==> src/common/dbgp_pkg.sv <==
// Constants for the dual branch 32-pin general purpose port.
// Assumes one 200 MHz clock, a synchronous reset, and address buses
// that present full byte addresses.
//
// Behaviour
// - System flag picks which branch drives pins
// - Branches keep separate state, never cross-visible
// - Legacy registers accept full word accesses only
// - Fast registers honour byte and half-word lanes
// - Register bit n maps to pin n
// - Legacy pin read shows live GPIO levels, alternate function pins read zero
// - Legacy set write drives ones high
// - Legacy clear write drives ones low
// - Each branch has direction register, reset zero
// - Direction bit acts only in GPIO mode
// - Fast mask active low, gates pin accesses
// - Fast pin read shows level except analog
// - Fast pin read filtered by the mask
// - Fast pin write loads unmasked outputs
// - Fast set write drives unmasked ones high
// - Fast set read returns output latch
// - Fast clear write drives unmasked ones low
// - Direction zero input, one output
// - All pins are inputs after reset
// - Alternate function sets its own direction
package dbgp_pkg;
  // Port geometry
  localparam int DBGP_PINS = 32;
  localparam int DBGP_LANES = 4;
  localparam logic [3:0] DBGP_BE_WORD = 4'hf;
  // Legacy branch byte addresses
  localparam logic [31:0] DBGP_LEG_PIN = 32'he002_8000;
  localparam logic [31:0] DBGP_LEG_SET = 32'he002_8004;
  localparam logic [31:0] DBGP_LEG_DIR = 32'he002_8008;
  localparam logic [31:0] DBGP_LEG_CLR = 32'he002_800c;
  // Fast branch byte addresses
  localparam logic [31:0] DBGP_FST_DIR = 32'h3fff_c000;
  localparam logic [31:0] DBGP_FST_MASK = 32'h3fff_c010;
  localparam logic [31:0] DBGP_FST_PIN = 32'h3fff_c014;
  localparam logic [31:0] DBGP_FST_SET = 32'h3fff_c018;
  localparam logic [31:0] DBGP_FST_CLR = 32'h3fff_c01c;
  // Word alignment of an address
  localparam logic [31:0] DBGP_WORD_MASK = 32'hffff_fffc;
  // Reset and fixed read values
  localparam logic [31:0] DBGP_RST_ZERO = 32'h0000_0000;
  localparam logic [31:0] DBGP_RD_NONE = 32'h0000_0000;
endpackage

==> src/rtl/dbgp_sync.sv <==
// Two flip-flop synchroniser for the pin inputs.
// Assumes the inputs are asynchronous to the clock.
`timescale 1ns/100ps
module dbgp_sync
  import dbgp_pkg::*;
(
  input wire logic REF_CLK_I, // Port clock
  input wire logic RST_I, // Synchronous reset, high
  input wire logic [DBGP_PINS-1:0] async_i, // Raw pin levels
  output logic [DBGP_PINS-1:0] sync_o // Synchronised levels
);
  logic [DBGP_PINS-1:0] stage1_r; // First stage, read only by stage two
  logic [DBGP_PINS-1:0] stage2_r; // Second stage

  ////////////////////////////////////////////////////////////////////////////
  // Two stages, first one feeds only the second
  always_ff @(posedge REF_CLK_I)
  begin
    if (RST_I)
    begin
      stage1_r <= DBGP_RST_ZERO;
      stage2_r <= DBGP_RST_ZERO;
    end
    else
    begin
      stage1_r <= async_i;
      stage2_r <= stage1_r;
    end
  end

  assign sync_o = stage2_r;
endmodule

==> src/rtl/dbgp_port.sv <==
// Dual branch 32-pin general purpose port: legacy word-only register
// set and fast register set with byte lanes and an active-low mask.
// Assumes both register buses and the alternate function inputs run on
// REF_CLK_I; only the pin inputs are asynchronous.
`timescale 1ns/100ps
module dbgp_port
  import dbgp_pkg::*;
(
  input wire logic REF_CLK_I, // 200 MHz clock
  input wire logic RST_I, // Synchronous reset, high
  input wire logic SYS_FAST_SEL_I, // Flag: 1 fast branch, 0 legacy
  input wire logic LEG_SEL_I, // Legacy access request
  input wire logic LEG_WR_I, // Legacy write when high
  input wire logic [31:0] LEG_ADDR_I, // Legacy byte address
  input wire logic [3:0] LEG_BE_I, // Legacy byte enables
  input wire logic [31:0] LEG_WDATA_I, // Legacy write data
  output logic [31:0] LEG_RDATA_O, // Legacy read data
  output logic LEG_ACK_O, // Legacy access done
  output logic LEG_ERR_O, // Legacy narrow access refused
  input wire logic FST_SEL_I, // Fast access request
  input wire logic FST_WR_I, // Fast write when high
  input wire logic [31:0] FST_ADDR_I, // Fast byte address
  input wire logic [3:0] FST_BE_I, // Fast byte enables
  input wire logic [31:0] FST_WDATA_I, // Fast write data
  output logic [31:0] FST_RDATA_O, // Fast read data
  output logic FST_ACK_O, // Fast access done
  input wire logic [31:0] PIN_ALT_SEL_I, // Pin uses alternate function
  input wire logic [31:0] PIN_ANALOG_I, // Pin is an analog input
  input wire logic [31:0] ALT_OUT_I, // Alternate function output level
  input wire logic [31:0] ALT_OE_I, // Alternate function drive enable
  input wire logic [31:0] GPIO_IN_I, // Pin levels, asynchronous
  output logic [31:0] GPIO_OUT_O, // Pin output levels
  output logic [31:0] GPIO_OE_O // Pin drive enables, high drives
);

  ////////////////////////////////////////////////////////////////////////////
  // Helpers

  // Byte enables to a 32-bit lane mask
  function automatic logic [31:0] lane_bits(input logic [3:0] be);
    logic [31:0] m;
    m = DBGP_RST_ZERO;
    for (int i = 0; i < DBGP_LANES; i++)
    begin
      m[i*8 +: 8] = {8{be[i]}};
    end
    return m;
  endfunction

  // Replace the enabled bits of old with new
  function automatic logic [31:0] merge(input logic [31:0] old_v,
                                        input logic [31:0] new_v,
                                        input logic [31:0] en);
    return (old_v & ~en) | (new_v & en);
  endfunction

  ////////////////////////////////////////////////////////////////////////////
  // Declarations

  logic [31:0] pin_sync; // Synchronised pin levels
  logic [31:0] leg_out_r, leg_out_nxt; // Legacy output latch
  logic [31:0] leg_dir_r, leg_dir_nxt; // Legacy direction
  logic [31:0] fst_out_r, fst_out_nxt; // Fast output latch
  logic [31:0] fst_dir_r, fst_dir_nxt; // Fast direction
  logic [31:0] fst_mask_r, fst_mask_nxt; // Fast mask, active low
  logic [31:0] leg_rdata_r, leg_rdata_nxt; // Legacy read data
  logic [31:0] fst_rdata_r, fst_rdata_nxt; // Fast read data
  logic leg_ack_r, leg_ack_nxt; // Legacy acknowledge
  logic leg_err_r, leg_err_nxt; // Legacy refusal flag
  logic fst_ack_r, fst_ack_nxt; // Fast acknowledge
  logic [31:0] pin_out_r, pin_out_nxt; // Registered pin levels
  logic [31:0] pin_oe_r, pin_oe_nxt; // Registered pin enables
  logic [31:0] leg_word; // Legacy word address
  logic [31:0] fst_word; // Fast word address
  logic leg_ok; // Legacy full-word access
  logic [31:0] fst_en; // Fast lanes and unmasked bits

  ////////////////////////////////////////////////////////////////////////////
  // Pin input synchroniser

  dbgp_sync u_sync (
    .REF_CLK_I(REF_CLK_I),
    .RST_I(RST_I),
    .async_i(GPIO_IN_I),
    .sync_o(pin_sync)
  );

  assign leg_word = LEG_ADDR_I & DBGP_WORD_MASK;
  assign fst_word = FST_ADDR_I & DBGP_WORD_MASK;
  assign leg_ok = (LEG_BE_I == DBGP_BE_WORD);
  assign fst_en = lane_bits(FST_BE_I) & ~fst_mask_r;

  ////////////////////////////////////////////////////////////////////////////
  // Legacy branch: next state and read data
  always_comb
  begin
    leg_out_nxt = leg_out_r;
    leg_dir_nxt = leg_dir_r;
    leg_rdata_nxt = leg_rdata_r;
    leg_ack_nxt = LEG_SEL_I;
    leg_err_nxt = LEG_SEL_I && !leg_ok;
    if (LEG_SEL_I && leg_ok && LEG_WR_I)
    begin
      if (leg_word == DBGP_LEG_PIN)
      begin
        leg_out_nxt = LEG_WDATA_I;
      end
      else if (leg_word == DBGP_LEG_SET)
      begin
        leg_out_nxt = leg_out_r | LEG_WDATA_I;
      end
      else if (leg_word == DBGP_LEG_DIR)
      begin
        leg_dir_nxt = LEG_WDATA_I;
      end
      else if (leg_word == DBGP_LEG_CLR)
      begin
        leg_out_nxt = leg_out_r & ~LEG_WDATA_I;
      end
    end
    if (LEG_SEL_I && !LEG_WR_I)
    begin
      if (!leg_ok)
      begin
        leg_rdata_nxt = DBGP_RD_NONE;
      end
      else if (leg_word == DBGP_LEG_PIN)
      begin
        leg_rdata_nxt = pin_sync & ~PIN_ALT_SEL_I;
      end
      else if (leg_word == DBGP_LEG_SET)
      begin
        leg_rdata_nxt = leg_out_r;
      end
      else if (leg_word == DBGP_LEG_DIR)
      begin
        leg_rdata_nxt = leg_dir_r;
      end
      else
      begin
        leg_rdata_nxt = DBGP_RD_NONE;
      end
    end
  end

  ////////////////////////////////////////////////////////////////////////////
  // Fast branch: next state and read data
  always_comb
  begin
    fst_out_nxt = fst_out_r;
    fst_dir_nxt = fst_dir_r;
    fst_mask_nxt = fst_mask_r;
    fst_rdata_nxt = fst_rdata_r;
    fst_ack_nxt = FST_SEL_I;
    if (FST_SEL_I && FST_WR_I)
    begin
      if (fst_word == DBGP_FST_DIR)
      begin
        fst_dir_nxt = merge(fst_dir_r, FST_WDATA_I, lane_bits(FST_BE_I));
      end
      else if (fst_word == DBGP_FST_MASK)
      begin
        fst_mask_nxt = merge(fst_mask_r, FST_WDATA_I, lane_bits(FST_BE_I));
      end
      else if (fst_word == DBGP_FST_PIN)
      begin
        fst_out_nxt = merge(fst_out_r, FST_WDATA_I, fst_en);
      end
      else if (fst_word == DBGP_FST_SET)
      begin
        fst_out_nxt = fst_out_r | (FST_WDATA_I & fst_en);
      end
      else if (fst_word == DBGP_FST_CLR)
      begin
        fst_out_nxt = fst_out_r & ~(FST_WDATA_I & fst_en);
      end
    end
    if (FST_SEL_I && !FST_WR_I)
    begin
      if (fst_word == DBGP_FST_DIR)
      begin
        fst_rdata_nxt = fst_dir_r;
      end
      else if (fst_word == DBGP_FST_MASK)
      begin
        fst_rdata_nxt = fst_mask_r;
      end
      else if (fst_word == DBGP_FST_PIN)
      begin
        fst_rdata_nxt = pin_sync & ~PIN_ANALOG_I & ~fst_mask_r;
      end
      else if (fst_word == DBGP_FST_SET)
      begin
        fst_rdata_nxt = fst_out_r;
      end
      else
      begin
        fst_rdata_nxt = DBGP_RD_NONE;
      end
    end
  end

  ////////////////////////////////////////////////////////////////////////////
  // Pin drive: branch select and alternate functions
  always_comb
  begin
    if (SYS_FAST_SEL_I)
    begin
      pin_out_nxt = fst_out_r;
      pin_oe_nxt = fst_dir_r;
    end
    else
    begin
      pin_out_nxt = leg_out_r;
      pin_oe_nxt = leg_dir_r;
    end
    pin_out_nxt = merge(pin_out_nxt, ALT_OUT_I, PIN_ALT_SEL_I);
    pin_oe_nxt = merge(pin_oe_nxt, ALT_OE_I, PIN_ALT_SEL_I);
  end

  ////////////////////////////////////////////////////////////////////////////
  // State registers
  always_ff @(posedge REF_CLK_I)
  begin
    if (RST_I)
    begin
      leg_out_r <= DBGP_RST_ZERO;
      leg_dir_r <= DBGP_RST_ZERO;
      fst_out_r <= DBGP_RST_ZERO;
      fst_dir_r <= DBGP_RST_ZERO;
      fst_mask_r <= DBGP_RST_ZERO;
      leg_rdata_r <= DBGP_RST_ZERO;
      fst_rdata_r <= DBGP_RST_ZERO;
      leg_ack_r <= 1'b0;
      leg_err_r <= 1'b0;
      fst_ack_r <= 1'b0;
      pin_out_r <= DBGP_RST_ZERO;
      pin_oe_r <= DBGP_RST_ZERO;
    end
    else
    begin
      leg_out_r <= leg_out_nxt;
      leg_dir_r <= leg_dir_nxt;
      fst_out_r <= fst_out_nxt;
      fst_dir_r <= fst_dir_nxt;
      fst_mask_r <= fst_mask_nxt;
      leg_rdata_r <= leg_rdata_nxt;
      fst_rdata_r <= fst_rdata_nxt;
      leg_ack_r <= leg_ack_nxt;
      leg_err_r <= leg_err_nxt;
      fst_ack_r <= fst_ack_nxt;
      pin_out_r <= pin_out_nxt;
      pin_oe_r <= pin_oe_nxt;
    end
  end

  assign LEG_RDATA_O = leg_rdata_r;
  assign LEG_ACK_O = leg_ack_r;
  assign LEG_ERR_O = leg_err_r;
  assign FST_RDATA_O = fst_rdata_r;
  assign FST_ACK_O = fst_ack_r;
  assign GPIO_OUT_O = pin_out_r;
  assign GPIO_OE_O = pin_oe_r;
endmodule

==> config.mk <==
export PLATFORM = sky130hd
export DESIGN_NAME = dbgp_port
export DESIGN_NICKNAME = d
export VERILOG_FILES = /design/src/common/dbgp_pkg.sv /design/src/rtl/dbgp_sync.sv /design/src/rtl/dbgp_port.sv
export SDC_FILE = /design/constraint.sdc
export NUM_CORES = 1
export LEC_CHECK = 0
export BUFFER_PORTS_ARGS = -buffer_cell sky130_fd_sc_hd__buf_2
export CELL_PAD_IN_SITES_DETAIL_PLACEMENT = 1
export CELL_PAD_IN_SITES_GLOBAL_PLACEMENT = 1
export CORE_MARGIN = 2
export CORE_UTILIZATION = 40
export CTS_BUF_LIST = sky130_fd_sc_hd__clkbuf_4
export CTS_CLUSTER_SIZE = 8
export DETAILED_ROUTE_END_ITERATION = 8
export HOLD_SLACK_MARGIN = 0.12
export PLACE_DENSITY = 0.86
export SLEW_MARGIN = 15
export SYNTH_ARGS = -nofsm -noshare
export SYNTH_HDL_FRONTEND = slang
export SYNTH_SLANG_ARGS = --single-unit
==> constraint.sdc <==
create_clock -name REF_CLK_I -period 3.15 [get_ports REF_CLK_I]
set_input_delay 0 -clock REF_CLK_I [delete_from_list [all_inputs] [get_ports REF_CLK_I]]
set_output_delay 0 -clock REF_CLK_I [all_outputs]
set_load 0.005 [all_outputs]
==> implementation parameters, run 1 <==
Parameter                              Value

Run status
  Status    aborted with a tool error
  Stage where the flow stopped    4_1_cts
  Run Error    [ERROR RSZ-0060] Max buffer count reached.

Synthesis
  XOR/XNOR share of the synthesized area    0.000569
  Library cell with the largest summed area after synthesis    sky130_fd_sc_hd__dfxtp_1
  Combinational family with the most area after synthesis    simple AND/OR/NAND/NOR gates
  Cell types with the largest area share after synthesis    sky130_fd_sc_hd__dfxtp_1 46%, sky130_fd_sc_hd__mux2i_1 8.3%, sky130_fd_sc_hd__nor2_1 7.2%
  Async SR Flop Fraction    0
  Synth Area in Compound Gates    0.177
  Adder-cell share of the synthesized area    0
  Count of flip-flops with a built-in enable after synthesis    0
  Post-synth top cells    355 x sky130_fd_sc_hd__dfxtp_1, 296 x sky130_fd_sc_hd__nor2_1, 174 x sky130_fd_sc_hd__a21oi_1
  Number of synthesized register bits    355
  Total standard cell area after synthesis    15400 um2
  Primary FF master, synth    sky130_fd_sc_hd__dfxtp_1
  Post-synthesis cell type count    38
  Post-Syn Nets    2106
  Synth Area per Inst    8.54 um2
  Post-synthesis cell count    1803
  Simple-Gate Fraction of Synth Area    0.206
  Mux share of post-synthesis cell area    0.107
  Most frequent cell after synthesis    sky130_fd_sc_hd__dfxtp_1
  Share of the synthesized area in the top cell type    0.461
  Sequential share of the synthesized area    0.461
  Yosys warning total    0

Placement
  Placer's final routability congestion estimate    0.878
  Placement Setup Slack    0.542 ns
  Quantity of I/O buffers inserted on ports    429
  Total cell area at the placement stage    18100 um2
  DPL Wire Length    42.3 mm

Clocking
  Clk sinks    355
  Post CTS Setup Buffer Count    0
  Number of buffers added by the clock tree synthesis step    96
  Number of gates resized after cts    0
  Total number of H-tree levels    3
  Max Buffers Root-to-Sink    3
  Clock Root Buffer    sky130_fd_sc_hd__clkbuf_4
  Hold-fix buffers, CTS    567

Floorplan
  Number of I/O pins    roughly 430
  Effective utilization at floorplan    0.408
  Row count    71
  Die span in y    around 200 um
  Die W    200 um
==> cells by family after synthesis <==
group           after synthesis
compound gates              422
xor+xnor                      1
buf+inv                     192
flops                       355
mux                         160
simple gates                673
==> stage by stage <==
step / hold slack, ns / cells
after floorplan: 0.128 / 1803
after detailed placement: 0.216 / 2651
after global placement: 0.207 / 2651
==> run 2, diff against run 1 <==
==> config.mk (replaced) <==
export PLATFORM = sky130hd
export DESIGN_NAME = dbgp_port
export DESIGN_NICKNAME = d
export VERILOG_FILES = /design/src/common/dbgp_pkg.sv /design/src/rtl/dbgp_sync.sv /design/src/rtl/dbgp_port.sv
export SDC_FILE = /design/constraint.sdc
export NUM_CORES = 1
export LEC_CHECK = 0
export BUFFER_PORTS_ARGS = -buffer_cell sky130_fd_sc_hd__buf_2
export CORE_MARGIN = 2
export CORE_UTILIZATION = 25
export DETAILED_ROUTE_END_ITERATION = 8
export PLACE_DENSITY_LB_ADDON = 0.15
export SLEW_MARGIN = 15
export SYNTH_ARGS = -nofsm -noshare
export SYNTH_HDL_FRONTEND = slang
export SYNTH_SLANG_ARGS = --single-unit
==> run 2 against run 1 <==
Effect of this change: synthesized cell count did not move; the run now ends clean; synthesized area did not move.
==> implementation parameters, run 2 <==
Parameter                              Value

Synthesis
  Total standard cell area after synthesis    15400 um2
  Count of flip-flops with a built-in enable after synthesis    0
  Cell types with the largest area share after synthesis    sky130_fd_sc_hd__dfxtp_1 46%, sky130_fd_sc_hd__mux2i_1 8.3%, sky130_fd_sc_hd__nor2_1 7.2%
  Library cell with the largest summed area after synthesis    sky130_fd_sc_hd__dfxtp_1
  Post-synth top cells    355 x sky130_fd_sc_hd__dfxtp_1, 296 x sky130_fd_sc_hd__nor2_1, 174 x sky130_fd_sc_hd__a21oi_1
  Simple-Gate Fraction of Synth Area    0.206
  Synth Area in Compound Gates    0.177
  Number of synthesized register bits    355
  Async SR Flop Fraction    0
  Sequential share of the synthesized area    0.461
  Post-synthesis cell type count    38
  Combinational family with the most area after synthesis    simple AND/OR/NAND/NOR gates
  Synth Area per Inst    between 8 and 9 um2
  XOR/XNOR share of the synthesized area    0.000569
  Yosys warning total    0
  Adder-cell share of the synthesized area    0
  Mux share of post-synthesis cell area    0.107
  Post-synthesis cell count    1803
  Post-Syn Nets    roughly 2100
  Share of the synthesized area in the top cell type    0.461
  Primary FF master, synth    sky130_fd_sc_hd__dfxtp_1
  Most frequent cell after synthesis    sky130_fd_sc_hd__dfxtp_1

Worst hold path
  Hold wc startpoint    LEG_ADDR_I[2]
  Worst Hold Path Cells    4
  Path class of the lowest-slack min-delay path    input pin to register

Layout
  Commonest non-fill, non-tap cell in the layout    sky130_fd_sc_hd__buf_2
  Multi-input gate area in the final layout    7660 um2
  Seq. cell area    7110 um2
  Most frequent cells in the layout    427 x sky130_fd_sc_hd__buf_2, 355 x sky130_fd_sc_hd__dfxtp_1, 325 x sky130_fd_sc_hd__dlygate4sd3_1, 294 x sky130_fd_sc_hd__nor2_1, 173 x sky130_fd_sc_hd__a21oi_1
  Net total in the final layout    2824
  Filler Cells Inserted    6078
  Share of cells above drive strength 1    0.234
  Layout-stage area growth over the synthesis result    50.8%

Timing
  Highest Clock Rate    361 MHz
  RSZ-0062 raised after global routing    no
  Slew at the pin closest to its max-slew limit    ~0.95 ns
  Final Hold Viols    0
  Pins over their slew limit    0
  Part of the cycle the worst path needs    0.879
  Relative slew slack    0.365
  Total of endpoints with negative setup slack in the final report    0
  Final Critical Period    2.77 ns
  Final worst clock skew    0.0245 ns
  Sum Neg Setup Slack    0 ns

Route
  Wire length after detailed routing    roughly 66 mm
  Antenna-violating nets left    0
  Via/cell ratio    around 4.8
  Routed length per placed instance    around 20 um
  Post-route DRC    0
  Via Count    16021
  First-pass DRT Iterations    5
  Number of DRC markers in iteration 0    876

GRT
  Overall global routing resource usage    0.201
  First-pass GRT wire length    97.2 mm
  Number of antenna violations at the first check in global routing    7
  Largest net degree at the start of global routing    167
  Vias in the first global route    16350
  Overall overflow remaining after global route    0

Worst setup path
  CP max-delay cell    sky130_fd_sc_hd__nor3b_2
  Data arrival time of the worst path    3.24 ns
  Number of cells on the worst reg-to-reg path    6
  Type of destination of the critical path    register
  Type of the worst setup path    input pin to register
  Sequence of cells on the critical path    dlygate4sd3_1 > buf_2 > and2_1 > nor3b_2 > nand4_2 > mux2i_1 > nor2_1 > dlygate4sd3_1
  Setup slack of the worst register-to-register path    1.10 ns
  Req. time, crit path    roughly 3.6 ns
  Critical path startpoint category    input pin
  Critical path peak fanout    8
  Endpoint of the most critical register-to-register path    GPIO_OUT_O[21]$_SDFF_PP0_
  Crit-path max cell delay    0.72 ns
  Library cell appearing most often on the critical path    sky130_fd_sc_hd__dlygate4sd3_1

Clocking
  Clock-pin slew reported for the worst setup and hold paths after clock tree synthesis    0.06 ns
  Number of buffers added by the clock tree synthesis step    45
  Total number of H-tree levels    2
  Clk sinks    355
  Max Buffers Root-to-Sink    3
  Post CTS Setup Buffer Count    0
  Clock Root Buffer    sky130_fd_sc_hd__clkbuf_16
  Clock network latency to the later pin of the worst-skew pair    0.58 ns
  Number of gates resized after cts    0
  TritonCTS clock tree    yes

Power
  Overall power    10.8 mW
  Pleak    9.99 nW
  PD cells    roughly 460 nW/um2
  Worst vdd rail ir drop    0.000360 V

Floorplan
  Die W    around 250 um
  Number of I/O pins    434
  Effective utilization at floorplan    0.254
  Row count    90
  Area of the core    60600 um2
  Die area    63600 um2
  Die span in y    between 200 and 300 um

Placement
  Placer's final routability congestion estimate    0.788
  Quantity of I/O buffers inserted on ports    about 430
  DPL Wire Length    44.0 mm

Flow run
  Max cap viols    0

Run status
  Status    completed
run 2: cell counts after synthesis:
Identical to the previous run, type by type.
run 2: worst max-delay path by stage:
stage              startpoint                         to  slack (ns)  cells after the start
2_1_floorplan   FST_ADDR_I[7]                   register        1.36                      7
3_3_place_gp   LEG_ADDR_I[20]  leg_dir_r[3]$_SDFFE_PP0P_        0.59                      7
3_5_place_dp   LEG_ADDR_I[20]  leg_dir_r[2]$_SDFFE_PP0P_        0.52                      7
4_1_cts             FST_SEL_I                   register        0.37                      8
5_1_grt             FST_SEL_I                   register        0.22                      8
6_report            FST_SEL_I                   register        0.38                      8
run 2: metrics by stage:
stage / setup WS (ns) / utilization / area, um2 / hold WS, ns / instances
floorplan: 1.36 / - / 15400 / 0.128 / 1803
global placement: 0.589 / 0.306 / 18500 / 0.216 / 2931
detailed placement: 0.520 / 0.306 / 18500 / 0.214 / 2931
CTS: 0.372 / 0.383 / 23200 / 0.00694 / 3337
global route: 0.218 / 0.383 / 23200 / 0.0409 / 3340
finish: 0.380 / 0.384 / 23200 / 0.0384 / 3341
run 2: power by group:
group | internal (mW) | switching [mW]
Clock | 3.01 | 2.08
Combinational | 0.551 | 0.526
Sequential | 4.56 | 0.0239
run 2: layout make-up:
class	count	share of cell area
inverter	70	0.0113
antenna	4	0.000431
clock inverter	15	0.00468
clock buffer	66	0.0576
multi-input combinational	1256	0.330
sequential	355	0.306
timing repair buffer	793	0.248
tap	782	0.0421
run 2: what timing repair did:
| item | 4_1_cts | 5_1_grt |
|---|---|---|
| endpoints found under the hold margin | 329 | 0 |
| hold buffers | 325 | 0 |
| setup endpoints to repair | 0 | 0 |
run 2: critical path: cells and delay by family:
kind / cells / cell delay (ns)
buffers and inverters: 3 / 1.24
muxes: 1 / 0.32
and+or+nand+nor: 4 / 1.67
run 2: cell families after synthesis:
| kind of cell | count (synthesis) |
|---|---|
| simple gates | 673 |
| flops | 355 |
| buf+inv | 192 |
| xor+xnor | 1 |
| mux | 160 |
| compound gates | 422 |
run 2: metal layers:
layer | global-route usage | wire length [um] | vias to the layer above
met5 | 0 | 30 | -
met4 | 0.0524 | 1490 | 4
met3 | 0.0337 | 3160 | 100
met2 | 0.354 | 32100 | 494
met1 | 0.252 | 29600 | 7679
li1 | - | - | 7744
(Power assumes the default switching activity.)
==> run 3, diff against run 2 <==
--- a/config.mk
+++ b/config.mk
@@ -9,7 +9,7 @@
 export CORE_MARGIN = 2
 export CORE_UTILIZATION = 25
 export DETAILED_ROUTE_END_ITERATION = 8
-export PLACE_DENSITY_LB_ADDON = 0.15
+export PLACE_DENSITY_LB_ADDON = 0.12
 export SLEW_MARGIN = 15
 export SYNTH_ARGS = -nofsm -noshare
 export SYNTH_HDL_FRONTEND = slang
==> run 3 against run 2 <==
Effect of this change: worst hold slack gained 0.015 ns; final cell count shrank 0.84%; via count shrank 0.38%; clock-buffer cell count shrank 1; largest power group unchanged; design area shrank 1.1%; sequential cell count is the same; critical path depth is the same; routed wire length is essentially flat; utilization shrank 0.42 points; clock skew shrank 0.013 ns; combinational power is essentially flat; power shrank 0.25%.
==> implementation parameters, run 3 (synthesized netlist as in run 2, its figures left out) <==
Parameter                              Value

Run status
  Status    completed

Layout
  Seq. cell area    7110 um2
  Multi-input gate area in the final layout    7660 um2
  Net total in the final layout    2800
  Share of cells above drive strength 1    0.233
  Final standard cell utilization of the core    0.379
  Most frequent cells in the layout    427 x sky130_fd_sc_hd__buf_2, 355 x sky130_fd_sc_hd__dfxtp_1, 308 x sky130_fd_sc_hd__dlygate4sd3_1, 294 x sky130_fd_sc_hd__nor2_1, 173 x sky130_fd_sc_hd__a21oi_1
  Filler Cells Inserted    6226
  Post-route cell area    ~23000 um2
  Commonest non-fill, non-tap cell in the layout    sky130_fd_sc_hd__buf_2
  Layout-stage area growth over the synthesis result    49.2%

Power
  PD cells    467 nW/um2
  Worst vdd rail ir drop    0.000348 V
  Pleak    9.85 nW

GRT
  Overall overflow remaining after global route    0
  Number of antenna violations at the first check in global routing    5
  Vias in the first global route    roughly 16000
  Overall global routing resource usage    0.202
  Largest net degree at the start of global routing    168
  First-pass GRT wire length    97.7 mm

Timing
  Highest Clock Rate    approximately 370 MHz
  Sum Neg Setup Slack    0 ns
  Final worst clock skew    0.0114 ns
  RSZ-0062 raised after global routing    no
  Pins over their slew limit    0
  Final Hold Viols    0
  Final Critical Period    about 2.7 ns
  Relative slew slack    0.251
  Total of endpoints with negative setup slack in the final report    0
  Part of the cycle the worst path needs    0.848
  Slew at the pin closest to its max-slew limit    1.12 ns
  Worst hold slack across all endpoints    around 0.054 ns

Worst setup path
  Type of the worst setup path    input pin to register
  Type of destination of the critical path    register
  Critical path startpoint category    input pin
  Data arrival time of the worst path    roughly 3.1 ns
  Setup slack of the worst register-to-register path    about 1.1 ns
  Req. time, crit path    3.62 ns
  Critical path peak fanout    8

Placement
  DPL Wire Length    43.6 mm
  Quantity of I/O buffers inserted on ports    429
  Placer's final routability congestion estimate    0.764
  Total cell area at the placement stage    18500 um2

Clocking
  Total number of H-tree levels    2
  Max Buffers Root-to-Sink    3
  Clock-pin slew reported for the worst setup and hold paths after clock tree synthesis    0.06 ns
  Number of buffers added by the clock tree synthesis step    44
  Clock network latency to the later pin of the worst-skew pair    0.57 ns
  Number of gates resized after cts    0
  Clk sinks    355
  TritonCTS clock tree    yes
  Clock Root Buffer    sky130_fd_sc_hd__clkbuf_16

Flow run
  Max cap viols    0

Floorplan
  Die W    252 um
  Effective utilization at floorplan    0.254
  Row count    90
  Die area    ~64000 um2
  Number of I/O pins    434
  Die span in y    252 um
  Area of the core    60600 um2

Route
  First-pass DRT Iterations    5
  Wire length after detailed routing    between 60 and 70 mm
  Routed length per placed instance    about 20 um
  Number of DRC markers in iteration 0    931
  Via Count    between 15000 and 20000
  Via/cell ratio    4.82
  Antenna-violating nets left    0
  Post-route DRC    0

Worst hold path
  Path class of the lowest-slack min-delay path    input pin to register
[run 3: changes by cell type in the layout (fill, tap and decap cells not counted)]
cell | before | now
sky130_fd_sc_hd__clkbuf_8 | 9 | 10
sky130_fd_sc_hd__clkinvlp_4 | 2 | 1
sky130_fd_sc_hd__clkinv_2 | 11 | 7
sky130_fd_sc_hd__bufinv_16 | 1 | 2
sky130_fd_sc_hd__buf_4 | 35 | 30
sky130_fd_sc_hd__diode_2 | 4 | 3
sky130_fd_sc_hd__dlygate4sd3_1 | 325 | 308
sky130_fd_sc_hd__inv_6 | 1 | 2
sky130_fd_sc_hd__buf_12 | 5 | 4
sky130_fd_sc_hd__clkbuf_16 | 47 | 45
[run 3: metal layers]
metal  global-route usage  vias to the layer above  share of wire
met4               0.0527                        0          0.022
li1                     -                     7673              -
met3               0.0381                       84          0.054
met2                0.346                      498           0.48
met5                    0                        -              0
met1                0.259                     7705           0.45
[run 3: metrics by stage]
step	cells	setup WS, ns	power, mW
after floorplan	1803	1.36	5.00
after global placement	2925	0.611	5.43
after detailed placement	2925	0.552	5.44
after CTS	3310	0.492	10.9
after global routing	3313	0.343	11.1
final	3313	0.479	10.7
[run 3: worst paths after layout]
path	depth (start not counted)	from	to
worst max-delay path	8	FST_SEL_I	register
worst min-delay path	4	PIN_ALT_SEL_I[21]	LEG_RDATA_O[21]$_SDFFE_PP0P_
worst max register to register	6	register	GPIO_OUT_O[18]$_SDFF_PP0_
worst min register to register	1	u_sync.stage1_r[18]$_SDFF_PP0_	u_sync.sync_o[18]$_SDFF_PP0_
[run 3: power by group]
part | internal, mW | total (mW) | leakage, nW | switching [mW]
Sequential | 4.56 | 4.59 | 2.88 | 0.0249
Clock | 3.01 | 5.08 | 0.703 | 2.07
Combinational | 0.538 | 1.06 | 6.26 | 0.522
[run 3: worst max-delay path, cell delays in order]
cell and delay [ns]:
sky130_fd_sc_hd__dlygate4sd3_1 0.54, sky130_fd_sc_hd__buf_2 0.15, sky130_fd_sc_hd__and2_1 0.30, sky130_fd_sc_hd__nor3b_2 0.71, sky130_fd_sc_hd__nand4_2 0.52, sky130_fd_sc_hd__mux2i_1 0.30, sky130_fd_sc_hd__nor2_1 0.05, sky130_fd_sc_hd__dlygate4sd3_1 0.56
[run 3: cell type report]
| class | count | area share |
|---|---|---|
| multi-input cells | 1256 | 0.333 |
| flip-flops and latches | 355 | 0.309 |
| repair buffers | 770 | 0.241 |
| clock buffers | 65 | 0.0566 |
| well taps | 782 | 0.0426 |
| inverters | 70 | 0.0114 |
| clock inverters | 12 | 0.00523 |
| diodes | 3 | 0.000327 |
[run 3: repair_timing]
| item | in CTS | in global routing |
|---|---|---|
| hold buffers | 308 | 0 |
| endpoints found under the hold margin | 325 | 0 |
| buffers inserted | 0 | 0 |
